## config.mk

```make
export PLATFORM = sky130hd
export DESIGN_NAME = irq_unit_flat
export DESIGN_NICKNAME = d
export VERILOG_FILES = /design/src/irq_pkg.sv /design/src/irq_if.sv /design/src/fall_edge_det.sv /design/src/irq_unit.sv /design/src/flat_wrapper.sv
export SDC_FILE = /design/constraint.sdc
export NUM_CORES = 1
export LEC_CHECK = 0
export BUFFER_PORTS_ARGS = -buffer_cell sky130_fd_sc_hd__buf_2
export CAP_MARGIN = 10
export CORE_MARGIN = 2
export CORE_UTILIZATION = 52
export DETAILED_ROUTE_END_ITERATION = 7
export MAX_ROUTING_LAYER = met4
export PLACE_DENSITY = 0.84
export SYNTH_ARGS = -nofsm -noshare
export SYNTH_HDL_FRONTEND = slang
export SYNTH_SLANG_ARGS = --single-unit
```

## constraint.sdc

```tcl
create_clock -name clk_sys -period 2.3 [get_ports clk_sys]
set_input_delay 0.23 -clock clk_sys [delete_from_list [all_inputs] [get_ports clk_sys]]
set_output_delay 0.23 -clock clk_sys [all_outputs]
set_load 0.1 [all_outputs]
```

## src/irq_pkg.sv

```systemverilog
// Shared constants for the single-vector interrupt unit and its CPU end.
// Assumes one clock, clk_sys at 10 MHz, synchronous active-high reset.
`default_nettype none
package irq_pkg;
  localparam int unsigned ADDR_W = 8;
  localparam int unsigned DATA_W = 8;
  localparam int unsigned NUM_SRC = 4;
  // Register offsets
  localparam logic [7:0] TIMER_ZERO_CONTROL_ADDR = 8'hd2;
  localparam logic [7:0] SYSTEM_MODE_ADDR = 8'hdf;
  localparam logic [7:0] PULSE_WIDTH_CONTROL_ADDR = 8'hf3;
  localparam logic [7:0] PORT_ZERO_PEND_ADDR = 8'he8;
  // Register reset values
  localparam logic [7:0] TIMER_ZERO_CONTROL_RST = 8'h00;
  localparam logic [7:0] SYSTEM_MODE_RST = 8'h00;
  localparam logic [7:0] PULSE_WIDTH_CONTROL_RST = 8'h00;
  localparam logic [7:0] PORT_ZERO_PEND_RST = 8'h00;
  // Field positions
  localparam int unsigned GIE_BIT = 3;
  localparam int unsigned CTRL_PEND_BIT = 0;
  localparam int unsigned CTRL_EN_BIT = 1;
  localparam int unsigned CTRL_CLR_BIT = 3;
  localparam int unsigned PIN0_PEND_BIT = 0;
  localparam int unsigned PIN0_EN_BIT = 1;
  localparam int unsigned PIN1_PEND_BIT = 2;
  localparam int unsigned PIN1_EN_BIT = 3;
  // Writable masks: unused bits read as zero
  localparam logic [7:0] TIMER_ZERO_MASK = 8'hcb;
  localparam logic [7:0] PULSE_WIDTH_MASK = 8'hdf;
  localparam logic [7:0] SYSTEM_MODE_MASK = 8'h0f;
  localparam logic [7:0] PORT_ZERO_MASK = 8'h0f;
  // Source indices
  localparam int unsigned SRC_PWM = 0;
  localparam int unsigned SRC_TMR = 1;
  localparam int unsigned SRC_PIN0 = 2;
  localparam int unsigned SRC_PIN1 = 3;
  // Vector location
  localparam logic [15:0] VECTOR_HI_ADDR = 16'h0000;
  localparam logic [15:0] VECTOR_LO_ADDR = 16'h0001;
  // Interrupt machine cycle steps (memory side)
  typedef enum logic [2:0] {
    STEP_PUSH_PCL,
    STEP_PUSH_PCH,
    STEP_PUSH_FLAGS,
    STEP_FETCH_HI,
    STEP_FETCH_LO,
    STEP_POP_FLAGS,
    STEP_POP_PCH,
    STEP_POP_PCL
  } step_e;
endpackage
`default_nettype wire

```

## src/irq_if.sv

```systemverilog
// Link between the interrupt unit (device) and the CPU-side sequencer.
// Assumes both ends share clk_sys.
`default_nettype none
interface irq_if;
  logic [7:0] reg_addr;
  logic [7:0] reg_wdata;
  logic reg_wr;
  logic reg_rd;
  logic [7:0] reg_rdata;
  logic irq_req;
  logic irq_ack;
  logic irq_ret;
  logic gie;
  modport device (
    input reg_addr, reg_wdata, reg_wr, reg_rd, irq_ack, irq_ret,
    output reg_rdata, irq_req, gie
  );
  modport cpu (
    output reg_addr, reg_wdata, reg_wr, reg_rd, irq_ack, irq_ret,
    input reg_rdata, irq_req, gie
  );
endinterface
`default_nettype wire

```

## src/fall_edge_det.sv

```systemverilog
// Falling-edge detector for one external interrupt pin.
// Assumes the pin is already synchronous to clk_sys.
`default_nettype none
module fall_edge_det (
  input wire logic clk_sys,
  input wire logic sys_rst,
  input wire logic pin,
  output logic fell
);
  logic last_q;
  always_ff @(posedge clk_sys) begin
    if (sys_rst) begin
      last_q <= 1'b1;
    end else begin
      last_q <= pin;
    end
  end
  assign fell = last_q & ~pin;
endmodule
`default_nettype wire

```

## src/irq_unit.sv

```systemverilog
// Interrupt unit: enables, pending flags, global enable, combined request.
// Assumes a CPU end on irq_if that acknowledges and returns.
//
// The plain strobed port was chosen for this implementation.
`default_nettype none
// Contract
// - Exactly four sources: PWM, timer, two pins
// - All sources share vector at 0000H
// - Global enable bit three gates everything
// - Ack needs global and source enable
// - Acceptance clears the global enable first
// - Push PC low, PC high, flags
// - Fetch vector high then low, branch
// - Return restores and sets global enable
// - Source request sets its pending bit
// - CPU raises acknowledge on acceptance
// - Handler clears pending before return
// - No priority; software polls pending bits
// - Init code enables interrupts after reset
// - Timer control bit one enables match
// - Timer pending: write zero clears only
// - PWM control bit one enables overflow
// - PWM pending: write zero clears only
// - Timer bit three clears timer counter
// - PWM bit three clears PWM counter
// - Pin enable bits allow falling edges
// - Pin pending: write zero clears only
module irq_unit (
  input wire logic clk_sys,
  input wire logic sys_rst,
  irq_if.device bus,
  input wire logic pwm_overflow,
  input wire logic timer_match,
  input wire logic ext_pin_irq_zero,
  input wire logic ext_pin_irq_one,
  output logic timer_counter_clear,
  output logic pulse_counter_clear
);
  logic [7:0] timer_zero_ctrl_q;
  logic [7:0] pulse_width_ctrl_q;
  logic [7:0] system_mode_reg_q;
  logic [7:0] port_zero_pend_reg_q;
  logic [7:0] rdata_q;
  logic req_q;
  logic pin0_fell;
  logic pin1_fell;
  logic [3:0] pend;
  logic [3:0] en;
  logic wr_tmr;
  logic wr_pwm;
  logic wr_sym;
  logic wr_p0;
  logic [3:0] pend_d;
  logic [3:0] en_d;
  logic gie_d;

  // Write-zero clears a pending bit; hardware set wins.
  function automatic logic pend_next(input logic cur, input logic set,
                                     input logic wr, input logic wbit);
    pend_next = set | (cur & ~(wr & ~wbit));
  endfunction

  fall_edge_det u_pin0 (
    .clk_sys(clk_sys),
    .sys_rst(sys_rst),
    .pin(ext_pin_irq_zero),
    .fell(pin0_fell)
  );
  fall_edge_det u_pin1 (
    .clk_sys(clk_sys),
    .sys_rst(sys_rst),
    .pin(ext_pin_irq_one),
    .fell(pin1_fell)
  );

  assign wr_tmr = bus.reg_wr &&
    bus.reg_addr == irq_pkg::TIMER_ZERO_CONTROL_ADDR;
  assign wr_pwm = bus.reg_wr &&
    bus.reg_addr == irq_pkg::PULSE_WIDTH_CONTROL_ADDR;
  assign wr_sym = bus.reg_wr && bus.reg_addr == irq_pkg::SYSTEM_MODE_ADDR;
  assign wr_p0 = bus.reg_wr && bus.reg_addr == irq_pkg::PORT_ZERO_PEND_ADDR;

  // Timer control
  always_ff @(posedge clk_sys) begin
    if (sys_rst) begin
      timer_zero_ctrl_q <= irq_pkg::TIMER_ZERO_CONTROL_RST;
    end else begin
      if (wr_tmr) begin
        timer_zero_ctrl_q <=
          bus.reg_wdata & irq_pkg::TIMER_ZERO_MASK;
      end
      timer_zero_ctrl_q[irq_pkg::CTRL_PEND_BIT] <=
        pend_d[irq_pkg::SRC_TMR];
    end
  end

  // PWM control
  always_ff @(posedge clk_sys) begin
    if (sys_rst) begin
      pulse_width_ctrl_q <= irq_pkg::PULSE_WIDTH_CONTROL_RST;
    end else begin
      if (wr_pwm) begin
        pulse_width_ctrl_q <=
          bus.reg_wdata & irq_pkg::PULSE_WIDTH_MASK;
      end
      pulse_width_ctrl_q[irq_pkg::CTRL_PEND_BIT] <=
        pend_d[irq_pkg::SRC_PWM];
    end
  end

  // Port 0 pin pending and enables
  always_ff @(posedge clk_sys) begin
    if (sys_rst) begin
      port_zero_pend_reg_q <= irq_pkg::PORT_ZERO_PEND_RST;
    end else begin
      if (wr_p0) begin
        port_zero_pend_reg_q[irq_pkg::PIN0_EN_BIT] <=
          bus.reg_wdata[irq_pkg::PIN0_EN_BIT];
        port_zero_pend_reg_q[irq_pkg::PIN1_EN_BIT] <=
          bus.reg_wdata[irq_pkg::PIN1_EN_BIT];
      end
      port_zero_pend_reg_q[irq_pkg::PIN0_PEND_BIT] <=
        pend_d[irq_pkg::SRC_PIN0];
      port_zero_pend_reg_q[irq_pkg::PIN1_PEND_BIT] <=
        pend_d[irq_pkg::SRC_PIN1];
    end
  end

  // System mode: global enable and page bits
  always_ff @(posedge clk_sys) begin
    if (sys_rst) begin
      system_mode_reg_q <= irq_pkg::SYSTEM_MODE_RST;
    end else begin
      if (wr_sym) begin
        system_mode_reg_q <=
          bus.reg_wdata & irq_pkg::SYSTEM_MODE_MASK;
      end
      system_mode_reg_q[irq_pkg::GIE_BIT] <= gie_d;
    end
  end

  // Four sources, no priority among them
  assign pend = {port_zero_pend_reg_q[irq_pkg::PIN1_PEND_BIT],
                 port_zero_pend_reg_q[irq_pkg::PIN0_PEND_BIT],
                 timer_zero_ctrl_q[irq_pkg::CTRL_PEND_BIT],
                 pulse_width_ctrl_q[irq_pkg::CTRL_PEND_BIT]};
  assign en = {port_zero_pend_reg_q[irq_pkg::PIN1_EN_BIT],
               port_zero_pend_reg_q[irq_pkg::PIN0_EN_BIT],
               timer_zero_ctrl_q[irq_pkg::CTRL_EN_BIT],
               pulse_width_ctrl_q[irq_pkg::CTRL_EN_BIT]};

  // Next state of every request term; the flags load from it
  always_comb begin
    pend_d[irq_pkg::SRC_PWM] = pend_next(pend[irq_pkg::SRC_PWM],
      pwm_overflow, wr_pwm,
      bus.reg_wdata[irq_pkg::CTRL_PEND_BIT]);
    pend_d[irq_pkg::SRC_TMR] = pend_next(pend[irq_pkg::SRC_TMR],
      timer_match, wr_tmr,
      bus.reg_wdata[irq_pkg::CTRL_PEND_BIT]);
    pend_d[irq_pkg::SRC_PIN0] = pend_next(pend[irq_pkg::SRC_PIN0],
      pin0_fell & en[irq_pkg::SRC_PIN0], wr_p0,
      bus.reg_wdata[irq_pkg::PIN0_PEND_BIT]);
    pend_d[irq_pkg::SRC_PIN1] = pend_next(pend[irq_pkg::SRC_PIN1],
      pin1_fell & en[irq_pkg::SRC_PIN1], wr_p0,
      bus.reg_wdata[irq_pkg::PIN1_PEND_BIT]);
    en_d = en;
    if (wr_pwm) begin
      en_d[irq_pkg::SRC_PWM] = bus.reg_wdata[irq_pkg::CTRL_EN_BIT];
    end
    if (wr_tmr) begin
      en_d[irq_pkg::SRC_TMR] = bus.reg_wdata[irq_pkg::CTRL_EN_BIT];
    end
    if (wr_p0) begin
      en_d[irq_pkg::SRC_PIN0] = bus.reg_wdata[irq_pkg::PIN0_EN_BIT];
      en_d[irq_pkg::SRC_PIN1] = bus.reg_wdata[irq_pkg::PIN1_EN_BIT];
    end
    // Acceptance beats return, both beat a software write
    if (bus.irq_ack) begin
      gie_d = 1'b0;
    end else if (bus.irq_ret) begin
      gie_d = 1'b1;
    end else if (wr_sym) begin
      gie_d = bus.reg_wdata[irq_pkg::GIE_BIT];
    end else begin
      gie_d = system_mode_reg_q[irq_pkg::GIE_BIT];
    end
  end

  always_ff @(posedge clk_sys) begin
    if (sys_rst) begin
      req_q <= 1'b0;
    end else begin
      // From next state, so a disabling write is never a cycle late
      req_q <= |(pend_d & en_d) && gie_d;
    end
  end

  always_ff @(posedge clk_sys) begin
    if (sys_rst) begin
      rdata_q <= 8'h00;
    end else if (bus.reg_rd) begin
      if (bus.reg_addr == irq_pkg::TIMER_ZERO_CONTROL_ADDR) begin
        rdata_q <= timer_zero_ctrl_q;
      end else if (bus.reg_addr == irq_pkg::PULSE_WIDTH_CONTROL_ADDR) begin
        rdata_q <= pulse_width_ctrl_q;
      end else if (bus.reg_addr == irq_pkg::SYSTEM_MODE_ADDR) begin
        rdata_q <= system_mode_reg_q;
      end else if (bus.reg_addr == irq_pkg::PORT_ZERO_PEND_ADDR) begin
        rdata_q <= port_zero_pend_reg_q;
      end else begin
        rdata_q <= 8'h00;
      end
    end else begin
      rdata_q <= 8'h00;
    end
  end

  assign bus.reg_rdata = rdata_q;
  assign bus.irq_req = req_q;
  assign bus.gie = system_mode_reg_q[irq_pkg::GIE_BIT];
  // Level while the bit stays written as 1
  assign timer_counter_clear =
    timer_zero_ctrl_q[irq_pkg::CTRL_CLR_BIT];
  assign pulse_counter_clear =
    pulse_width_ctrl_q[irq_pkg::CTRL_CLR_BIT];
endmodule
`default_nettype wire

```

## src/flat_wrapper.sv

```systemverilog
// flat-port wrapper written by rule: the top's interface ports become plain ports
module irq_unit_flat 
  (clk_sys, sys_rst, pwm_overflow, timer_match, ext_pin_irq_zero, ext_pin_irq_one, timer_counter_clear, pulse_counter_clear, bus_reg_addr, bus_reg_wdata, bus_reg_wr, bus_reg_rd, bus_irq_ack, bus_irq_ret, bus_reg_rdata, bus_irq_req, bus_gie);
  irq_if bus_i ();
  input wire logic clk_sys;
  input wire logic sys_rst;
  input wire logic pwm_overflow;
  input wire logic timer_match;
  input wire logic ext_pin_irq_zero;
  input wire logic ext_pin_irq_one;
  output logic timer_counter_clear;
  output logic pulse_counter_clear;
  input wire logic [$bits(bus_i.reg_addr)-1:0] bus_reg_addr;
  input wire logic [$bits(bus_i.reg_wdata)-1:0] bus_reg_wdata;
  input wire logic [$bits(bus_i.reg_wr)-1:0] bus_reg_wr;
  input wire logic [$bits(bus_i.reg_rd)-1:0] bus_reg_rd;
  input wire logic [$bits(bus_i.irq_ack)-1:0] bus_irq_ack;
  input wire logic [$bits(bus_i.irq_ret)-1:0] bus_irq_ret;
  output wire logic [$bits(bus_i.reg_rdata)-1:0] bus_reg_rdata;
  output wire logic [$bits(bus_i.irq_req)-1:0] bus_irq_req;
  output wire logic [$bits(bus_i.gie)-1:0] bus_gie;
  assign bus_i.reg_addr = bus_reg_addr;
  assign bus_i.reg_wdata = bus_reg_wdata;
  assign bus_i.reg_wr = bus_reg_wr;
  assign bus_i.reg_rd = bus_reg_rd;
  assign bus_i.irq_ack = bus_irq_ack;
  assign bus_i.irq_ret = bus_irq_ret;
  assign bus_reg_rdata = bus_i.reg_rdata;
  assign bus_irq_req = bus_i.irq_req;
  assign bus_gie = bus_i.gie;
  irq_unit u_core (.clk_sys(clk_sys), .sys_rst(sys_rst), .bus(bus_i), .pwm_overflow(pwm_overflow), .timer_match(timer_match), .ext_pin_irq_zero(ext_pin_irq_zero), .ext_pin_irq_one(ext_pin_irq_one), .timer_counter_clear(timer_counter_clear), .pulse_counter_clear(pulse_counter_clear));
endmodule
```

## Yosys cells after proc, flatten, opt, wreduce, memory -nomap -nowiden

Index checks and enable logic that the tools add are counted.
W data, S select, Z words.

- Flip-flop bits (word level): 31
- Input port bits: 26
- Output and inout port bits: 12
- Word-level logic and storage cells: 63

- Reduce and logical (&&, ||, !) cells: 9
- Bitwise gates (word level): 26
- Equal/unequal tests: 4
- Muxes and demuxes: 10

Operators by type and width:

| operator | number |
|---|---|
| $eq A8 B8 Y1 const B | 4 |
| $mux W8 | 3 |
| $and A1 B1 Y1 | 12 |
| $not A1 Y1 | 9 |
| $logic_and A1 B1 Y1 | 5 |
| $mux W1 | 5 |
| $reduce_or A5 Y1 | 1 |
| $and A4 B4 Y4 | 1 |
| $mux W4 | 1 |
| $or A1 B1 Y1 | 4 |
| $reduce_or A4 Y1 | 1 |
| $reduce_or A3 Y1 | 1 |
| $mux W2 | 1 |
| $reduce_or A2 Y1 | 1 |

## Depth between registers and ports, before layout

- Word-level depth: 9
- Gate-level depth with buffers: 6

## Hierarchy

A second synthesis with hierarchy kept.

- Cell total of the unflattened synthesis: 140
- Area, all modules: 1,272.5 um^2

Modules (own cells, without submodules):

| module | cells an instance | times used | area each (um^2) | sequential area each (um^2) |
|---|---|---|---|---|
| irq_unit | 134 | 1 | 1,202.4 | 560.5 |
| fall_edge_det | 3 | 2 | 35.0 | 20.0 |

## Worst setup path before layout

No wires, ideal clock.

- Kind: reg-to-reg
- From: register u_core.system_mode_reg_q[3]
- To: register u_core.req_q (netlist: u_core.bus.irq_req)
- Stages on the path, launching flop included: 4
- Data arrival time: 1.539 ns
- Path slack: 0.687 ns
- Path buffers: 0
- Required time: 2.226 ns
- Cells stage by stage: dfxtp_1 -> mux2i_1 -> a211o_1 -> a31oi_1

- Cells in the longest elaborated chain, start to end: 4

Ends and longest elaborated chain:

| element | line | source |
|---|---|---|
| start, declared | irq_unit.sv:41 | `logic [7:0] system_mode_reg_q;` |
| start signal, assigned | irq_unit.sv:132 | `system_mode_reg_q <= irq_pkg::SYSTEM_MODE_RST;` |
| start signal, assigned | irq_unit.sv:135 | `system_mode_reg_q <=` |
| start signal, assigned by index | irq_unit.sv:138 | `system_mode_reg_q[irq_pkg::GIE_BIT] <= gie_d;` |
| $mux W1 | irq_unit.sv:182 | `end else if (wr_sym) begin` |
| $mux W1 | irq_unit.sv:180 | `end else if (bus.irq_ret) begin` |
| $mux W1 | irq_unit.sv:178 | `if (bus.irq_ack) begin` |
| $logic_and A1 B1 Y1 | irq_unit.sv:194 | `req_q <= \|(pend_d & en_d) && gie_d;` |
| end signal, assigned | irq_unit.sv:194 |  |
| end, declared | irq_unit.sv:44 | `logic req_q;` |

Every way passes these cells.
A chain may end at the register's enable or synchronous reset.

## Worst setup path in the final report

- From: input port bus_reg_addr[0]
- To: register u_core.req_q (netlist: u_core.bus.irq_req)

- Cells in the longest elaborated chain, start to end: 9
- Elaborated cells on any way between the ends: 33
- Those cells by class: eq/ne: 4; mux: 6; bitwise: 17; reduce/logical: 6

Ends and longest elaborated chain:

| element | line | source |
|---|---|---|
| start, declared | flat_wrapper.sv:13 | `input wire logic [$bits(bus_i.reg_addr)-1:0] bus_reg_addr;` |
| $eq A8 B8 Y1, on equally long branches | irq_unit.sv:79, irq_unit.sv:77, irq_unit.sv:81 |  |
| $logic_and A1 B1 Y1, on equally long branches | irq_unit.sv:78, irq_unit.sv:76, irq_unit.sv:81 |  |
| $and A1 B1 Y1 | irq_unit.sv:60 | `pend_next = set \| (cur & ~(wr & ~wbit));` |
| $not A1 Y1 | irq_unit.sv:60 |  |
| $and A1 B1 Y1 | irq_unit.sv:60 |  |
| $or A1 B1 Y1 | irq_unit.sv:60 |  |
| $and A4 B4 Y4 | irq_unit.sv:194 |  |
| $reduce_or A4 Y1 | irq_unit.sv:194 |  |
| $logic_and A1 B1 Y1 (*) | irq_unit.sv:194 |  |

Mark *: on every way between the ends. The rest lies on a longest branch, timed or not.

==> flow_metrics.tcl <==
set metrics [dict create \
    status "finished clean" \
    drc 0 \
    regToRegSetupSlack_ps 1290 \
    initial_utilization_pct 53.89 \
    crit_slowest_cell "or4b_4" \
    place_ws_ps 493.1 \
    syn-cell-area_um2 1299 \
    vias_per_cell 5.583 \
    cp-start-kind "input pin" \
    cts_setup_buffers 0 \
    worstPathMaxFanout 7 \
    p_leak_nw 0.6892 \
    critPathCaptureType "register" \
    die_y_um 53.98 \
    rsz0062_at_grt "false" \
    die_w_um 53.98 \
    postRouteAntennaNets 0 \
    ys_warn_count 0 \
    ir_drop_v 0.0007166 \
    max_cap_violations 0 \
    cts_max_level 2 \
    crit_chain "buf_2, or4b_4, nor3_4, o211a_1, o22ai_1, a31oi_1" \
    cts-root-buf "clkbuf_4" \
    holdWs_ps 103.4 \
    portBuffers 35 \
    ys_ff_latch 30 \
    first_global_vias 1043 \
    coreArea_um2 2410 \
    path_class "input pin to register" \
    clkSinkCount 30 \
    antenna_found_initial 0 \
    min_path_type "input pin to register" \
    multi_input_area_um2 660.6 \
    syn_area_per_cell_um2 9.082 \
    finalPower_mw 1.035 \
    power_frac_seq_pct 51.0 \
    drt_iter0_drc 29 \
    fin_crit_sh_pct 62.55 \
    setup_ws_ps 861.3 \
    tritoncts "built" \
    min_period_ps 1439 \
    fmax_mhz 695.1 \
    layout-drive-gt1-share_pct 26.52 \
    critical_path.max_stage_delay_ps 560 \
    place_congestion 0.7915 \
    skew_ps 10.32 \
    wl_um 2965 \
    cts.path.max_buffers 2 \
    area_growth_syn_to_layout_pct 21.19 \
    hold_viol_final 0 \
    hold_buffers 0 \
    critical_path_required_ps 2570 \
    arrival_ps 1710 \
    syn_inst 143 \
    grt-ovfl-total 0 \
    slew_viol_final 0 \
    row_count 18 \
    wire_per_inst_um 14.05 \
    clkLatencyLatePin_ps 330 \
    grt_pass1_wl_um 4671 \
    die_area_um2 2913 \
    power_switching_mw 0.2309 \
    finalSetupViolations 0 \
    ios 38 \
    cts.clk_slew.worst_paths_ps 90 \
    tightest_slew_ps 535.6 \
    hpwl_um 2211 \
    slew_headroom_pct 64.20 \
    pwr-share-clk_pct 41.4 \
    first_pass_iters 4 \
    fillerInstances 191 \
    synth_nets 169 \
    internal-power_mw 0.8040 \
    cts_buffers 5 \
    grt_usage_pct 23.46 \
    n_antenna_cell 0 \
    power.density_nw_per_um2 657.5 \
    ctsResizeCount 0 \
    ff_latch_area_um2 600.6 \
    ys_seq_area_share_pct 46.24 \
    grt_max_degree 24 \
    vias 1178 \
    final_nets 207 \
    switching_share_pct 22.31 \
    ys_types 31 \
    comb_power_share_pct 7.6 \
    tns_ps 0 \
]
==> kinds of logic after synthesis <==
family	after synthesis	share of synthesized area, %
flip-flops	30	46.24
multiplexers	15	11.56
AND/OR/NAND/NOR	60	25.05
AO/OA/AOI/OAI	28	13.97
other	1	0.2887
buffers and inverters	9	2.890
==> metal layers <==
metal	part of all wire (%)	GRT usage, %	wire length (um)	vias to the layer above
li1	-	-	-	585
met1	45	28.70	1323	554
met2	47	34.55	1403	32
met3	6.2	8.056	184	7
met4	1.8	11.25	54	0
met5	0	-	0	-
==> per-stage QoR <==
| stage | cells | instance area, um^2 | utilization (%) |
|---|---|---|---|
| floorplan | 143 | 1299 | - |
| global placement | 204 | 1493 | 61.94 |
| detailed placement | 204 | 1493 | 61.94 |
| CTS | 211 | 1574 | 65.32 |
| global route | 211 | 1574 | 65.32 |
| finish | 211 | 1574 | 65.32 |
==> synth_stat cells (all sizes together) <==
cell | count | share of area [%]
conb | 1 | 0.29
a221oi | 3 | 2.0
nor2 | 26 | 7.5
o21ai | 8 | 3.1
and4 | 1 | 0.67
inv | 5 | 1.4
dfxtp | 30 | 46
buf | 1 | 0.58
nand4b | 1 | 0.67
nor3 | 4 | 2.8
and3 | 1 | 0.48
a21oi | 6 | 2.3
clkbuf | 3 | 0.87
a31oi | 1 | 0.48
and4b | 1 | 0.77
a22oi | 6 | 3.5
mux2i | 15 | 12
or4b | 1 | 1.1
nand2 | 4 | 1.2
nor4b | 1 | 1.2
o2bb2ai | 1 | 0.67
nand3 | 9 | 3.5
nand2b | 2 | 0.96
or2 | 2 | 0.96
nor2b | 4 | 1.9
a211o | 1 | 0.67
o211a | 1 | 0.77
nand4 | 3 | 1.4
o22ai | 1 | 0.48
==> worst max-delay path: cells and delay by family <==
kind / cells / cell delay (ps)
AOI/OAI and AO/OA: 3 / 440
buffers and inverters: 1 / 120
and+or+nand+nor: 2 / 920
==> final timing paths <==
check | startpoint | to | depth (start not counted)
min | ext_pin_irq_one | u_core.u_pin1.last_q | 2
max | bus_reg_addr[0] | u_core.bus.irq_req | 6
max reg2reg | u_core.port_zero_pend_reg_q[3] | u_core.bus.reg_rdata[3] | 4
min reg2reg | u_core.pulse_width_ctrl_q[4] | u_core.bus.reg_rdata[4] | 2
==> cell type report <==
class	instances	area share, %
inverter	5	1.192
tap	30	2.385
multi-input combinational	104	41.97
clock inverter	1	1.908
timing repair buffer	35	11.13
clock buffer	6	3.259
sequential	30	38.16
==> power groups by stage <==
| stage | Combinational, mW | Sequential [mW] | Clock (mW) |
|---|---|---|---|
| after floorplan | 0.0350 | 0.545 | 0 |
| after global placement | 0.0755 | 0.540 | 0 |
| after detailed placement | 0.0777 | 0.540 | 0 |
| after CTS | 0.0784 | 0.528 | 0.436 |
| after global routing | 0.0857 | 0.529 | 0.451 |
| final | 0.0789 | 0.528 | 0.428 |
==> flip-flops by register name, summed over array words and instances, names as in the netlist <==
signal and flops:
u_core.timer_zero_ctrl_q 5, u_core.bus.irq_req 1, u_core.port_zero_pend_reg_q 4, u_core.pulse_width_ctrl_q 7
u_core.bus.reg_rdata 7, u_core.system_mode_reg_q 4, u_core.u_pin0.last_q 1, u_core.u_pin1.last_q 1
==> layout by cell type (no fill, tap or decap), drive strengths merged, types with 2 or more instances in the layout <==
| master | count |
|---|---|
| a21oi | 6 |
| a221oi | 3 |
| a22oi | 6 |
| buf | 35 |
| clkbuf | 6 |
| dfxtp | 30 |
| inv | 5 |
| mux2i | 15 |
| nand2 | 4 |
| nand2b | 2 |
| nand3 | 9 |
| nand4 | 3 |
| nor2 | 26 |
| nor2b | 4 |
| nor3 | 4 |
| o21ai | 8 |
| or2 | 2 |
No activity file was read; power rests on OpenSTA's default activity.
